==> config.mk <==
export PLATFORM = sky130hd
export DESIGN_NAME = plsm_port_led_mux
export DESIGN_NICKNAME = d
export VERILOG_FILES = /design/src/pkg/plsm_pkg.sv /design/src/design/plsm_port_led_mux.sv
export VERILOG_INCLUDE_DIRS = /design/src /design/src/pkg
export SDC_FILE = /design/constraint.sdc
export NUM_CORES = 2
export LEC_CHECK = 0
export ABC_AREA = 1
export BUFFER_PORTS_ARGS = -buffer_cell sky130_fd_sc_hd__buf_2
export CELL_PAD_IN_SITES_DETAIL_PLACEMENT = 1
export CELL_PAD_IN_SITES_GLOBAL_PLACEMENT = 2
export CORE_ASPECT_RATIO = 1.75
export CORE_MARGIN = 8
export CORE_UTILIZATION = 37
export DETAILED_ROUTE_END_ITERATION = 16
export MAX_ROUTING_LAYER = met4
export PLACE_DENSITY = 0.8
export SYNTH_ARGS = -nofsm -noshare
export SYNTH_HDL_FRONTEND = slang
export SYNTH_SLANG_ARGS = --single-unit
==> constraint.sdc <==
create_clock -name i_clk -period 6.65 [get_ports i_clk]
set_input_delay 1.33 -clock i_clk [delete_from_list [all_inputs] [get_ports i_clk]]
set_output_delay 1.33 -clock i_clk [all_outputs]
set_load 0.02 [all_outputs]
==> src/pkg/plsm_map.svh <==
// constants for the port led stream mux: offsets, field positions,
// reset values and timing figures.
// assumes a 10 MHz core clock and an 8-bit register port.
`ifndef PLSM_MAP_SVH
`define PLSM_MAP_SVH

// ==========================================================
// register offsets
`define PLSM_OFS_CTRL      8'h3c
`define PLSM_OFS_PATTERN   8'h3d
`define PLSM_OFS_STATUS    8'h3e

// ==========================================================
// control register fields
`define PLSM_CTRL_CLR      0
`define PLSM_CTRL_EN       1
`define PLSM_CTRL_FMT      2
`define PLSM_CTRL_WALK     3
`define PLSM_CTRL_TSEL_LO  4
`define PLSM_CTRL_TSEL_HI  5
`define PLSM_CTRL_BLINK    6
`define PLSM_CTRL_TEST     7
`define PLSM_CTRL_RESET    8'he0
`define PLSM_PATTERN_RESET 8'h00

// pattern register fields: led number [4:0], colour [7:5]
`define PLSM_PAT_NUM_HI    4
`define PLSM_PAT_COL_LO    5

// ==========================================================
// stream geometry and timing
`define PLSM_FRAME_BITS    192
`define PLSM_CLK_KHZ       10_000
`define PLSM_BLINK_MS      250

`endif

==> src/pkg/plsm_pkg.sv <==
// types for the port led stream mux.
// assumes plsm_map.svh supplies the numeric constants.
package plsm_pkg;

    // ==========================================================
    // display source chosen from control bits 2:0 and test bit 7
    typedef enum logic [1:0] {
        PLSM_SRC_TEST   = 2'b00,
        PLSM_SRC_DIRECT = 2'b01,
        PLSM_SRC_TWELVE = 2'b10
    } plsm_src_type;

    // one finished frame from either stream
    typedef struct packed {
        logic         stream;  // 0 or 1
        logic [191:0] bits;    // bit 0 arrived first
    } plsm_frame_type;

    // link pins of one stream after synchronising
    typedef struct packed {
        logic clk;
        logic data;
    } plsm_link_type;

endpackage : plsm_pkg

==> src/design/plsm_port_led_mux.sv <==
// port led stream mux: captures two serial led streams, buffers
// finished frames and drives 64 tri-colour port leds.
// assumes stream pins are asynchronous to i_clk and slow next to
// it (several core cycles per stream bit).
//
// The strobed register port was chosen for this implementation.
`timescale 1ns/1ps
`include "plsm_map.svh"

// How it works
// - twelve-bit port slot holds four lane fields
// - lane field is blue-green-red, passed unchanged
// - bit 0 arrives first, bit 191 last
// - drive 64 tri-colour leds, 192 bits
// - cage has four leds, a to d
// - button picks top or bottom port lanes
// - bits 2:0 select direct, twelve-bit or test
// - bit 0 holds both streams cleared
// - bit 1 enables both streams
// - bit 3 runs a walk pattern
// - bits 5:4 pick single or all-led test
// - bit 6 blinks test leds
// - bit 7 turns on port led test mode
module plsm_port_led_mux
    import plsm_pkg::*;
#(
    parameter int BLINK_CYCLES = `PLSM_BLINK_MS * `PLSM_CLK_KHZ
) (
    input  wire logic         i_clk,
    input  wire logic         i_resetn,
    input  wire logic [7:0]   i_addr,
    input  wire logic [7:0]   i_wdata,
    input  wire logic         i_wr,
    input  wire logic         i_rd,
    output logic      [7:0]   o_rdata,
    input  wire logic [1:0]   i_stream_clk,
    input  wire logic [1:0]   i_stream_data,
    output logic              o_stream_ready,
    input  wire logic         i_led_sel,
    input  wire logic         i_led_ready,
    output logic              o_led_valid,
    output logic      [191:0] o_led
);

    // ==========================================================
    // parameter check
    localparam int NB = `PLSM_FRAME_BITS;
    localparam int BW = $clog2(BLINK_CYCLES + 1);
    generate
        if (BLINK_CYCLES < 1) begin : g_bad_blink
            $error("blink count must be at least one");
        end
    endgenerate

    // ==========================================================
    // registers
    logic [7:0]   ctrl_q;      // control register
    logic [7:0]   pat_q;       // test led number and colour
    logic [2:0][1:0] clk_s_q;  // link clock sync, stages 1..3
    logic [2:0][1:0] dat_s_q;  // link data sync
    logic [1:0]   clk_st_q;    // agreed link clock level
    logic         sel_s_q0;    // button sync stage 1
    logic         sel_s_q1;    // button sync stage 2
    logic         sel_s_q2;    // button sync stage 3
    logic         sel_q;       // agreed button level
    logic [NB-1:0] sh_q [2];   // per-stream shift chains
    logic [7:0]   cnt_q [2];   // bits taken in this frame
    logic [1:0]   pend_q;      // frame waits for the buffer
    plsm_frame_type buf_q [2]; // two-entry frame buffer
    logic         wp_q;        // buffer write slot
    logic         rp_q;        // buffer read slot
    logic [1:0]   lvl_q;       // buffer fill level
    logic [NB-1:0] frm_q [2];  // last shown frame per stream
    logic [7:0]   drop_q;      // frames lost to a full buffer
    logic [BW-1:0] tick_cnt_q; // blink and walk divider
    logic         blink_q;     // blink phase
    logic [5:0]   walk_q;      // walking led position
    logic [191:0] led_q;       // driven led bits
    logic         led_v_q;     // new led image pending
    logic         pop_q;       // frame popped, image lands next

    // ==========================================================
    // control decode
    wire clr   = ctrl_q[`PLSM_CTRL_CLR];
    wire en    = ctrl_q[`PLSM_CTRL_EN];
    wire fmt   = ctrl_q[`PLSM_CTRL_FMT];
    wire walk  = ctrl_q[`PLSM_CTRL_WALK];
    wire blink = ctrl_q[`PLSM_CTRL_BLINK];
    wire tmode = ctrl_q[`PLSM_CTRL_TEST];
    wire [1:0] tsel = ctrl_q[`PLSM_CTRL_TSEL_HI:`PLSM_CTRL_TSEL_LO];
    // with bit 7 clear, 110 gives twelve-bit, 010 direct, anything else test logic
    wire       run_ok = en & ~clr & ~tmode;
    wire plsm_src_type src = !run_ok ? PLSM_SRC_TEST :
                              fmt    ? PLSM_SRC_TWELVE :
                                       PLSM_SRC_DIRECT;

    wire wr_ctrl = i_wr & (i_addr == `PLSM_OFS_CTRL);
    wire wr_pat  = i_wr & (i_addr == `PLSM_OFS_PATTERN);

    // ==========================================================
    // register writes
    always_ff @(posedge i_clk or negedge i_resetn) begin
        if (!i_resetn) begin
            ctrl_q <= `PLSM_CTRL_RESET;  // test on, blink on, tsel 10
            pat_q  <= `PLSM_PATTERN_RESET;
        end else begin
            if (wr_ctrl) begin
                ctrl_q <= i_wdata;
            end
            if (wr_pat) begin
                pat_q <= i_wdata;
            end
        end
    end

    // read data one cycle after the strobe, zero when unmapped
    wire [7:0] status = {drop_q[3:0], pend_q, lvl_q};
    wire [7:0] rd_mux = (i_addr == `PLSM_OFS_CTRL)    ? ctrl_q :
                        (i_addr == `PLSM_OFS_PATTERN) ? pat_q  :
                        (i_addr == `PLSM_OFS_STATUS)  ? status :
                                                        8'h00;
    always_ff @(posedge i_clk or negedge i_resetn) begin
        if (!i_resetn) begin
            o_rdata <= 8'h00;
        end else begin
            o_rdata <= i_rd ? rd_mux : 8'h00;
        end
    end

    // ==========================================================
    // pin synchronisers, three stages; agree on stages 2 and 3
    always_ff @(posedge i_clk or negedge i_resetn) begin
        if (!i_resetn) begin
            clk_s_q  <= '0;
            dat_s_q  <= '0;
            sel_s_q0 <= 1'b0;
            sel_s_q1 <= 1'b0;
            sel_s_q2 <= 1'b0;
        end else begin
            clk_s_q  <= {clk_s_q[1:0], i_stream_clk};
            dat_s_q  <= {dat_s_q[1:0], i_stream_data};
            sel_s_q0 <= i_led_sel;
            sel_s_q1 <= sel_s_q0;
            sel_s_q2 <= sel_s_q1;
        end
    end

    wire [1:0] clk_agree = ~(clk_s_q[1] ^ clk_s_q[2]);
    wire [1:0] clk_rise  = clk_agree & clk_s_q[2] & ~clk_st_q;
    wire       sel_agree = (sel_s_q1 == sel_s_q2);

    always_ff @(posedge i_clk or negedge i_resetn) begin
        if (!i_resetn) begin
            clk_st_q <= 2'b00;
            sel_q    <= 1'b0;
        end else begin
            clk_st_q <= (clk_st_q & ~clk_agree) | (clk_s_q[2] & clk_agree);
            sel_q    <= sel_agree ? sel_s_q2 : sel_q;
        end
    end

    // ==========================================================
    // frame capture, one bit per agreed rising stream edge
    wire [1:0] push_ok;  // frame of stream s enters the buffer
    wire       space = (lvl_q != 2'd2);
    assign push_ok[0] = pend_q[0] & space;
    assign push_ok[1] = pend_q[1] & space & ~pend_q[0];
    assign o_stream_ready = space;  // low stalls the source

    // both streams in one process: pend_q has a single writer
    wire [1:0] take = clk_rise & {2{en & ~clr}};
    always_ff @(posedge i_clk or negedge i_resetn) begin
        if (!i_resetn) begin
            for (int s = 0; s < 2; s++) begin
                sh_q[s]  <= '0;
                cnt_q[s] <= 8'h00;
            end
            pend_q <= 2'b00;
        end else begin
            for (int s = 0; s < 2; s++) begin
                if (clr) begin
                    // held cleared while the clear bit is set
                    sh_q[s]   <= '0;
                    cnt_q[s]  <= 8'h00;
                    pend_q[s] <= 1'b0;
                end else if (take[s]) begin
                    // shift right: first bit ends at position 0
                    sh_q[s] <= {dat_s_q[2][s], sh_q[s][NB-1:1]};
                    // a new bit overwrites a frame still waiting
                    pend_q[s] <= (cnt_q[s] == 8'(NB - 1));
                    cnt_q[s]  <= (cnt_q[s] == 8'(NB - 1)) ? 8'h00
                                                         : cnt_q[s] + 8'h01;
                end else if (push_ok[s]) begin
                    pend_q[s] <= 1'b0;
                end
            end
        end
    end

    // ==========================================================
    // two-entry buffer between capture and led image
    wire push = |push_ok;
    // one pop in flight at a time, so no image goes unoffered
    wire pop  = (lvl_q != 2'd0) & ~pop_q & ~clr &
                (~led_v_q | i_led_ready);
    wire plsm_frame_type push_frm =
        push_ok[0] ? plsm_frame_type'{1'b0, sh_q[0]}
                   : plsm_frame_type'{1'b1, sh_q[1]};
    wire plsm_frame_type pop_frm  = buf_q[rp_q];

    always_ff @(posedge i_clk or negedge i_resetn) begin
        if (!i_resetn) begin
            wp_q   <= 1'b0;
            rp_q   <= 1'b0;
            lvl_q  <= 2'd0;
            drop_q <= 8'h00;
        end else if (clr) begin
            wp_q  <= 1'b0;
            rp_q  <= 1'b0;
            lvl_q <= 2'd0;
        end else begin
            wp_q  <= wp_q ^ push;
            rp_q  <= rp_q ^ pop;
            lvl_q <= lvl_q + {1'b0, push} - {1'b0, pop};
            if (|(clk_rise & pend_q) & ~space & en) begin
                drop_q <= drop_q + 8'h01;
            end
        end
    end

    // storage has no reset; level guards every read
    always_ff @(posedge i_clk) begin
        if (push) begin
            buf_q[wp_q] <= push_frm;
        end
    end

    always_ff @(posedge i_clk or negedge i_resetn) begin
        if (!i_resetn) begin
            frm_q[0] <= '0;
            frm_q[1] <= '0;
        end else if (clr) begin
            frm_q[0] <= '0;
            frm_q[1] <= '0;
        end else if (pop) begin
            frm_q[pop_frm.stream] <= pop_frm.bits;
        end
    end

    // ==========================================================
    // blink and walk time base, one-cycle tick
    wire tick = (tick_cnt_q == BW'(BLINK_CYCLES - 1));
    always_ff @(posedge i_clk or negedge i_resetn) begin
        if (!i_resetn) begin
            tick_cnt_q <= '0;
            blink_q    <= 1'b0;
            walk_q     <= 6'd0;
        end else begin
            tick_cnt_q <= tick ? '0 : tick_cnt_q + BW'(1);
            if (tick) begin
                blink_q <= ~blink_q;
                walk_q  <= walk ? walk_q + 6'd1 : 6'd0;
            end
        end
    end

    // ==========================================================
    // led image builders
    // one stream of twelve-bit slots: 16 ports, 8 cages, 96 bits;
    // lane fields pass as blue-green-red unchanged
    function automatic logic [95:0] cage_map(input logic [NB-1:0] f,
                                             input logic top);
        logic [95:0] o;
        o = '0;
        for (int c = 0; c < 8; c++) begin
            // even slot bottom port, odd slot top port
            o[c*12 +: 12] = top ? f[c*24+12 +: 12]
                                : f[c*24 +: 12];
        end
        return o;
    endfunction : cage_map

    // test image: single, all or walking led in pattern colour
    function automatic logic [191:0] test_map(input logic [1:0] ts,
                                              input logic       wk,
                                              input logic [5:0] wpos,
                                              input logic [7:0] pat);
        logic [191:0] o;
        logic [5:0]   base;
        o    = '0;
        base = {ts[0], 5'd0};  // stream 1 covers leds 32..63
        for (int l = 0; l < 64; l++) begin
            if (wk) begin
                if (6'(l) == wpos) o[l*3 +: 3] = pat[7:5];
            end else if (ts[1]) begin
                // int compare: a 6-bit sum would wrap at led 64
                if (l >= int'(base) && l < int'(base) + 32) begin
                    o[l*3 +: 3] = pat[7:5];
                end
            end else if (6'(l) == base + {1'b0, pat[4:0]}) begin
                o[l*3 +: 3] = pat[7:5];
            end
        end
        return o;
    endfunction : test_map

    // ==========================================================
    // source selection
    wire [191:0] img_direct = frm_q[0];
    wire [191:0] img_twelve = {cage_map(frm_q[1], sel_q),
                               cage_map(frm_q[0], sel_q)};
    wire [191:0] img_test   = test_map(tsel, walk, walk_q, pat_q);
    wire         dark       = blink & blink_q;
    wire [191:0] img_d      =
        (src == PLSM_SRC_DIRECT) ? img_direct :
        (src == PLSM_SRC_TWELVE) ? img_twelve :
        (dark ? 192'd0 : img_test);

    // ==========================================================
    // output image, refreshed every cycle, valid after each frame
    always_ff @(posedge i_clk or negedge i_resetn) begin
        if (!i_resetn) begin
            led_q   <= '0;
            led_v_q <= 1'b0;
            pop_q   <= 1'b0;
        end else begin
            led_q   <= img_d;
            pop_q   <= pop;
            // valid rises with the image built from the new frame
            led_v_q <= pop_q | (led_v_q & ~i_led_ready);
        end
    end

    assign o_led       = led_q;
    assign o_led_valid = led_v_q;

endmodule : plsm_port_led_mux

Word level (Yosys, flattened, before mapping)
Memories as Yosys holds them, arrays and structs flattened.
Index checks and enable logic that the tools add are counted.
{"block": "totals", "ram_bits": 386, "mem_count": 1, "register_bits": 1063}
{"name": "buf_q", "depth": 2, "width": 193, "rd": 1, "rd_ports_with_merged_regs": 0, "wr": 1, "line_no": "plsm_port_led_mux.sv:69", "text": "plsm_frame_type buf_q [2];"}
{"block": "op_classes", "bitwise": 37, "reduce_logical": 44, "muxes": 374, "n_eq_ne": 136, "add_sub_neg": 9, "magnitude_cmp": 98}
{"op": "$mux 192", "n": 8}
{"op": "$lt 7x32->1 const A", "n": 31}
{"op": "$mux 3", "n": 320}
{"op": "$mux 384", "n": 2}
{"op": "$lt 6x32->1 const A", "n": 16}
{"op": "$bwmux 384", "n": 1}
{"op": "$eq 6x6->1 const A", "n": 64}
{"op": "$lt 5x32->1 const A", "n": 8}
{"op": "$mux 193", "n": 1}
{"op": "$demux 192 s1", "n": 1}
{"op": "$eq 5x6->1 const A", "n": 32}
{"op": "$mux 12", "n": 16}
{"op": "$lt 4x32->1 const A", "n": 4}
{"op": "$eq 4x6->1 const A", "n": 16}
{"op": "$ge 5x6->1 const A", "n": 16}
{"op": "$mux 8", "n": 10}
{"op": "$lt 3x32->1 const A", "n": 2}
{"op": "$eq 3x6->1 const A", "n": 8}
{"op": "$ge 4x6->1 const A", "n": 8}
{"op": "$logic_and 1x1->1", "n": 33}
{"op": "$lt 1x32->1 const A", "n": 1}
{"op": "$lt 2x32->1 const A", "n": 1}
{"op": "$add 8x1->8 const B", "n": 3}
{"op": "$eq 2x6->1 const A", "n": 4}
{"op": "38 further kinds", "n": 92}

Logic depth before layout (Yosys ltp)
{"block": "logic_depth", "ltp_word": 9, "mapped_depth": 11, "ltp_nobuf": 10}

Worst setup path after synthesis
No wires, ideal clock.
{"block": "synth_timing", "kind": "reg2reg", "start": "register lvl_q[1]", "end": "memory buf_q[1][0] in the netlist's numbering (enable)", "setup_time_ps": 578, "setup_slack_ps": 684, "synth_period_minus_slack_ps": 5966, "n_path_buf": 0, "arrival_time_ps": 5388, "path_stages_with_launch": 7, "cell_sequence": "dfrtp_1 > inv_1 > nor2_1 > inv_1 > o21ai_0 > inv_1 > ha_1"}
{"block": "synth_between", "elab_chain_cells": 6, "word_cells_on_any_way": 7, "classes_between": "1 x eq/ne; 2 x mux; 3 x bitwise; 1 x reduce/logical"}
{"element": "start, declared", "line_no": "plsm_port_led_mux.sv:72", "text": "logic [1:0] lvl_q;"}
{"element": "start signal, assigned", "line_no": "plsm_port_led_mux.sv:224", "text": "lvl_q <= lvl_q + {1'b0, push} - {1'b0, pop};"}
{"element": "$ne 2x2->1 (*)", "line_no": "plsm_port_led_mux.sv:165", "text": "wire space = (lvl_q != 2'd2);"}
{"element": "net o_stream_ready", "line_no": "plsm_port_led_mux.sv:38", "text": "output logic o_stream_ready,"}
{"element": "$and 1x1->1 (2 in a row)", "line_no": "plsm_port_led_mux.sv:167", "text": "assign push_ok[1] = pend_q[1] & space & ~pend_q[0];"}
{"element": "$reduce_or 2->1 (*)", "line_no": "plsm_port_led_mux.sv:202", "text": "wire push = |push_ok;"}
{"element": "$mux 1 (*)", "line_no": "plsm_port_led_mux.sv:233", "text": "if (push) begin"}
{"element": "$mux 1 (implied by the code) (*)", "line_no": "plsm_port_led_mux.sv:234", "text": "buf_q[wp_q] <= push_frm;"}
{"element": "end, declared", "line_no": "plsm_port_led_mux.sv:69"}
Mark *: on every way through the listed nets, which the timed path passes. The rest lies on a longest branch.

Worst setup path in the final report
{"block": "layout_timing", "start": "register ctrl_q[0]", "end": "register led_q[132], in the netlist o_led[132]"}
{"block": "layout_between", "elab_chain_cells": 7, "word_cells_on_any_way": 8, "classes_between": "2 x eq/ne; 3 x mux; 3 x bitwise"}
{"element": "start, declared", "line_no": "plsm_port_led_mux.sv:57", "text": "logic [7:0] ctrl_q;"}
{"element": "start signal, assigned", "line_no": "plsm_port_led_mux.sv:104", "text": "ctrl_q <= `PLSM_CTRL_RESET;"}
{"element": "start signal, assigned", "line_no": "plsm_port_led_mux.sv:108", "text": "ctrl_q <= i_wdata;"}
{"element": "$not 1->1 (no source line) (*)"}
{"element": "$and 1x1->1 (*) (2 in a row)", "line_no": "plsm_port_led_mux.sv:92", "text": "wire run_ok = en & ~clr & ~tmode;"}
{"element": "$mux 2 (*)", "line_no": "plsm_port_led_mux.sv:93", "text": "wire plsm_src_type src = !run_ok ? PLSM_SRC_TEST :"}
{"element": "$eq 2x2->1", "line_no": "plsm_port_led_mux.sv:316", "text": "(src == PLSM_SRC_TWELVE) ? img_twelve :"}
{"element": "$mux 192", "line_no": "plsm_port_led_mux.sv:316"}
{"element": "$mux 192 (*)", "line_no": "plsm_port_led_mux.sv:315", "text": "(src == PLSM_SRC_DIRECT) ? img_direct :"}
{"element": "net img_d[132]", "line_no": "plsm_port_led_mux.sv:314", "text": "wire [191:0] img_d ="}
{"element": "end signal, assigned", "line_no": "plsm_port_led_mux.sv:327", "text": "led_q <= img_d;"}
{"element": "end, declared", "line_no": "plsm_port_led_mux.sv:78", "text": "logic [191:0] led_q;"}
Marks and branches as above.
A chain may end at the register's enable or synchronous reset.

==> reports/metrics.cfg <==
[detailed_routing]
drt-wirelength-per-cell_um=26.7
dr.first_iter.drc_count=4611
drc_errors=0
ant_nets=0
num_vias=49603
detail_route.vias_per_cell=5.61
drt_wl_total_um=236000
dr.pass1.iters=6

[synthesis]
syn_area_per_cell_um2=9.58
syn_area_um2=62400
ys_ff_latch=1445
ys.flop_type=dfrtp_1
ys_warn_count=0
synth_fp_nets=6556
synth_cells=6516
yosysSeqAreaShare_pct=61.0
async_flop_share_pct=73.3
synth-edff-count=386
yosys.cell_types.count=40

[worst_setup_path]
crit_path_end_kind=register
critPathLaunchType=register
cp_cell_sequence=nor2_1, nand2_2, buf_4, inv_6, nand2_4, buf_12, o21ai_0, a21oi_1
critPathMaxStageDelay_ns=0.85
path_class=reg -> reg
slowest_stage=inv_6
required_ns=7.27
critPathMaxFanout=111
worst_ep_arrival_time_ns=4.85

[clock_network]
cts_made_buffers=150
insertion_delay_ns=0.80
htree_levels=4
clock-sinks=1445
postCtsHoldBufs=0
root_buffer=clkbuf_16
cts.clk_slew.worst_paths_ns=0.07
cts_buffer_depth=4
tritoncts=done
cts-resized-gates=0
post_cts_buffers=0

[sta]
period_minus_slack_ns=4.23
maxSlewViolCount=0
maxSlewHeadroom_pct=21.1
setup_viol=0
clock_skew_ns=0.0448
setup_slack_ns=2.42
finalSetupTns_ns=0
fmax_ghz=0.236
fin_crit_sh_pct=63.6
tightest_slew_ns=1.18
rsz0062_at_grt=false
finalHoldViolations=0

[placement]
dp_hpwl_um=157000
gp_congestion=0.927
port_buffers=227
pre_cts_ws_ns=2.65

[floorplanning]
initial_core_util_pct=37.2
die_h_um=559
io_pins=228
die_w_um=326
dieArea_um2=183000
fp-row-count=199
core-area_um2=168000

[grt]
use_met3_pct=3.77
grt_use_total_pct=25.9
use_met1_pct=32.4
grtUsageMet2_pct=41.2
grt_pass1_vias=51667
grt_max_degree=214
busiest_layer=met2
grt-ovfl-total=0
antenna_found_initial=13
grt_pass1_wl_um=349000

[layout]
final_layout_size_suffix_gt1_share_pct=11.6
mostFrequentLayoutCell=nand2_1
n_fill_cell=18946
layout_common_cells=nand2_1 (1437), dfrtp_1 (1052), nand3_1 (804)
fin_nets=6552
layout.area.seq_um2=38100
multiInputGateArea_um2=20500
syn_to_final_growth_pct=12.4

[flow_run]
cap_violations=0

[pwr]
powerDensity_nw_per_um2=279
ir_drop_mv=0.152
cellLeakagePower_nw=27.5

[outcome]
status=complete, no violations

[hold_path]
hold_path_class=reg -> reg

-- final timing paths --
kind,from,to,slack (ns),depth (start not counted)
max,ctrl_q[0],o_led[132],2.42,8
min,dat_s_q[1],dat_s_q[3],0.34,0
max reg2reg,ctrl_q[0],o_led[132],2.42,8
min reg2reg,dat_s_q[1],dat_s_q[3],0.34,0
max in group asynchronous,i_resetn,sh_q[70],4.41,3
min in group asynchronous,i_resetn,tick_cnt_q[11],0.49,1
-- layer usage --
metal,wire (µm),share of wire [%]
met5,0,0
met4,13400,5.7
met3,14100,6.0
met2,113000,48
met1,95800,41
-- cell families (layout without fill, tap and decap cells) --
family / count (synthesis) / after routing / synth area share (%)
other: 0 / 9 / 0
and+or+nand+nor: 2549 / 2549 / 17.1
xor gates and xnor gates: 24 / 24 / 0.337
muxes: 192 / 192 / 3.46
AOI/OAI and AO/OA: 1326 / 1326 / 11.5
buffers and inverters: 965 / 1070 / 6.26
adders and majority gates: 15 / 15 / 0.297
DFF: 1445 / 1445 / 61.0
-- critical path, delay by kind of cell (launching register included) --
| kind | cells | cell delay [ns] |
|---|---|---|
| simple gates | 3 | 1.17 |
| buf+inv | 3 | 1.55 |
| compound gates | 2 | 0.41 |
| flops | 1 | 0.59 |
-- Yosys cell counts, types with 2 or more instances --
cell type / number / share of area (%)
a21oi_1: 235 / 1.9
buf_1: 17 / 0.10
buf_2: 135 / 1.1
buf_4: 30 / 0.36
clkbuf_1: 287 / 1.7
clkinv_1: 3 / 0.018
dfrtp_1: 1056 / 42
dfstp_2: 3 / 0.13
edfxtp_1: 386 / 19
ha_1: 14 / 0.28
inv_1: 485 / 2.9
inv_2: 7 / 0.042
mux2_2: 192 / 3.5
nand2_1: 1441 / 8.7
nand3_1: 804 / 6.4
nand4_1: 17 / 0.17
nor2_1: 261 / 1.6
nor2_2: 5 / 0.050
nor3_1: 15 / 0.12
o211ai_1: 6 / 0.072
o21a_1: 2 / 0.024
o21ai_0: 566 / 4.5
o21ai_1: 124 / 0.99
o221ai_1: 3 / 0.042
o22ai_1: 384 / 3.8
or2_2: 2 / 0.020
xnor2_1: 5 / 0.070
xor2_1: 19 / 0.27
-- layout make-up --
type | count | share of cell area (%)
sequential | 1445 | 54.3
multi-input combinational | 4106 | 29.2
clock buffer | 210 | 6.06
tap | 2211 | 3.94
timing repair buffer | 314 | 2.92
inverter | 495 | 2.69
clock inverter | 51 | 0.815
antenna | 9 | 0.0321
-- state kept, by name, indices dropped and copies added (netlist names), 4 cells and up, named ones only --
name,flops
cnt_q,16
frm_q,192
buf_q,386
clk_s_q,6
drop_q,4
o_led,192
img_direct,192
pat_q,8
walk_q,6
o_rdata,8
sh_q,384
tick_cnt_q,22
ctrl_q,8
dat_s_q,6
-- through the flow --
step	area (µm²)	std cells	util, %	hold slack [ns]	power [mW]
final	70200	8841	41.8	0.343	19.5
after global routing	70200	8835	41.8	0.354	20.1
after CTS	70100	8832	41.8	0.351	19.7
after detailed placement	65300	8571	38.9	0.338	11.2
after global placement	65300	8571	38.9	0.340	11.2
after floorplan	62400	6516	-	0.331	10.3
-- report_power, final --
group	switching (mW)	internal, mW	leakage (nW)
sequential	0.301	9.27	17.3
clock	3.62	4.90	2.36
combinational	1.15	0.303	7.91
total	5.07	14.5	27.5
(Power assumes the default switching activity.)
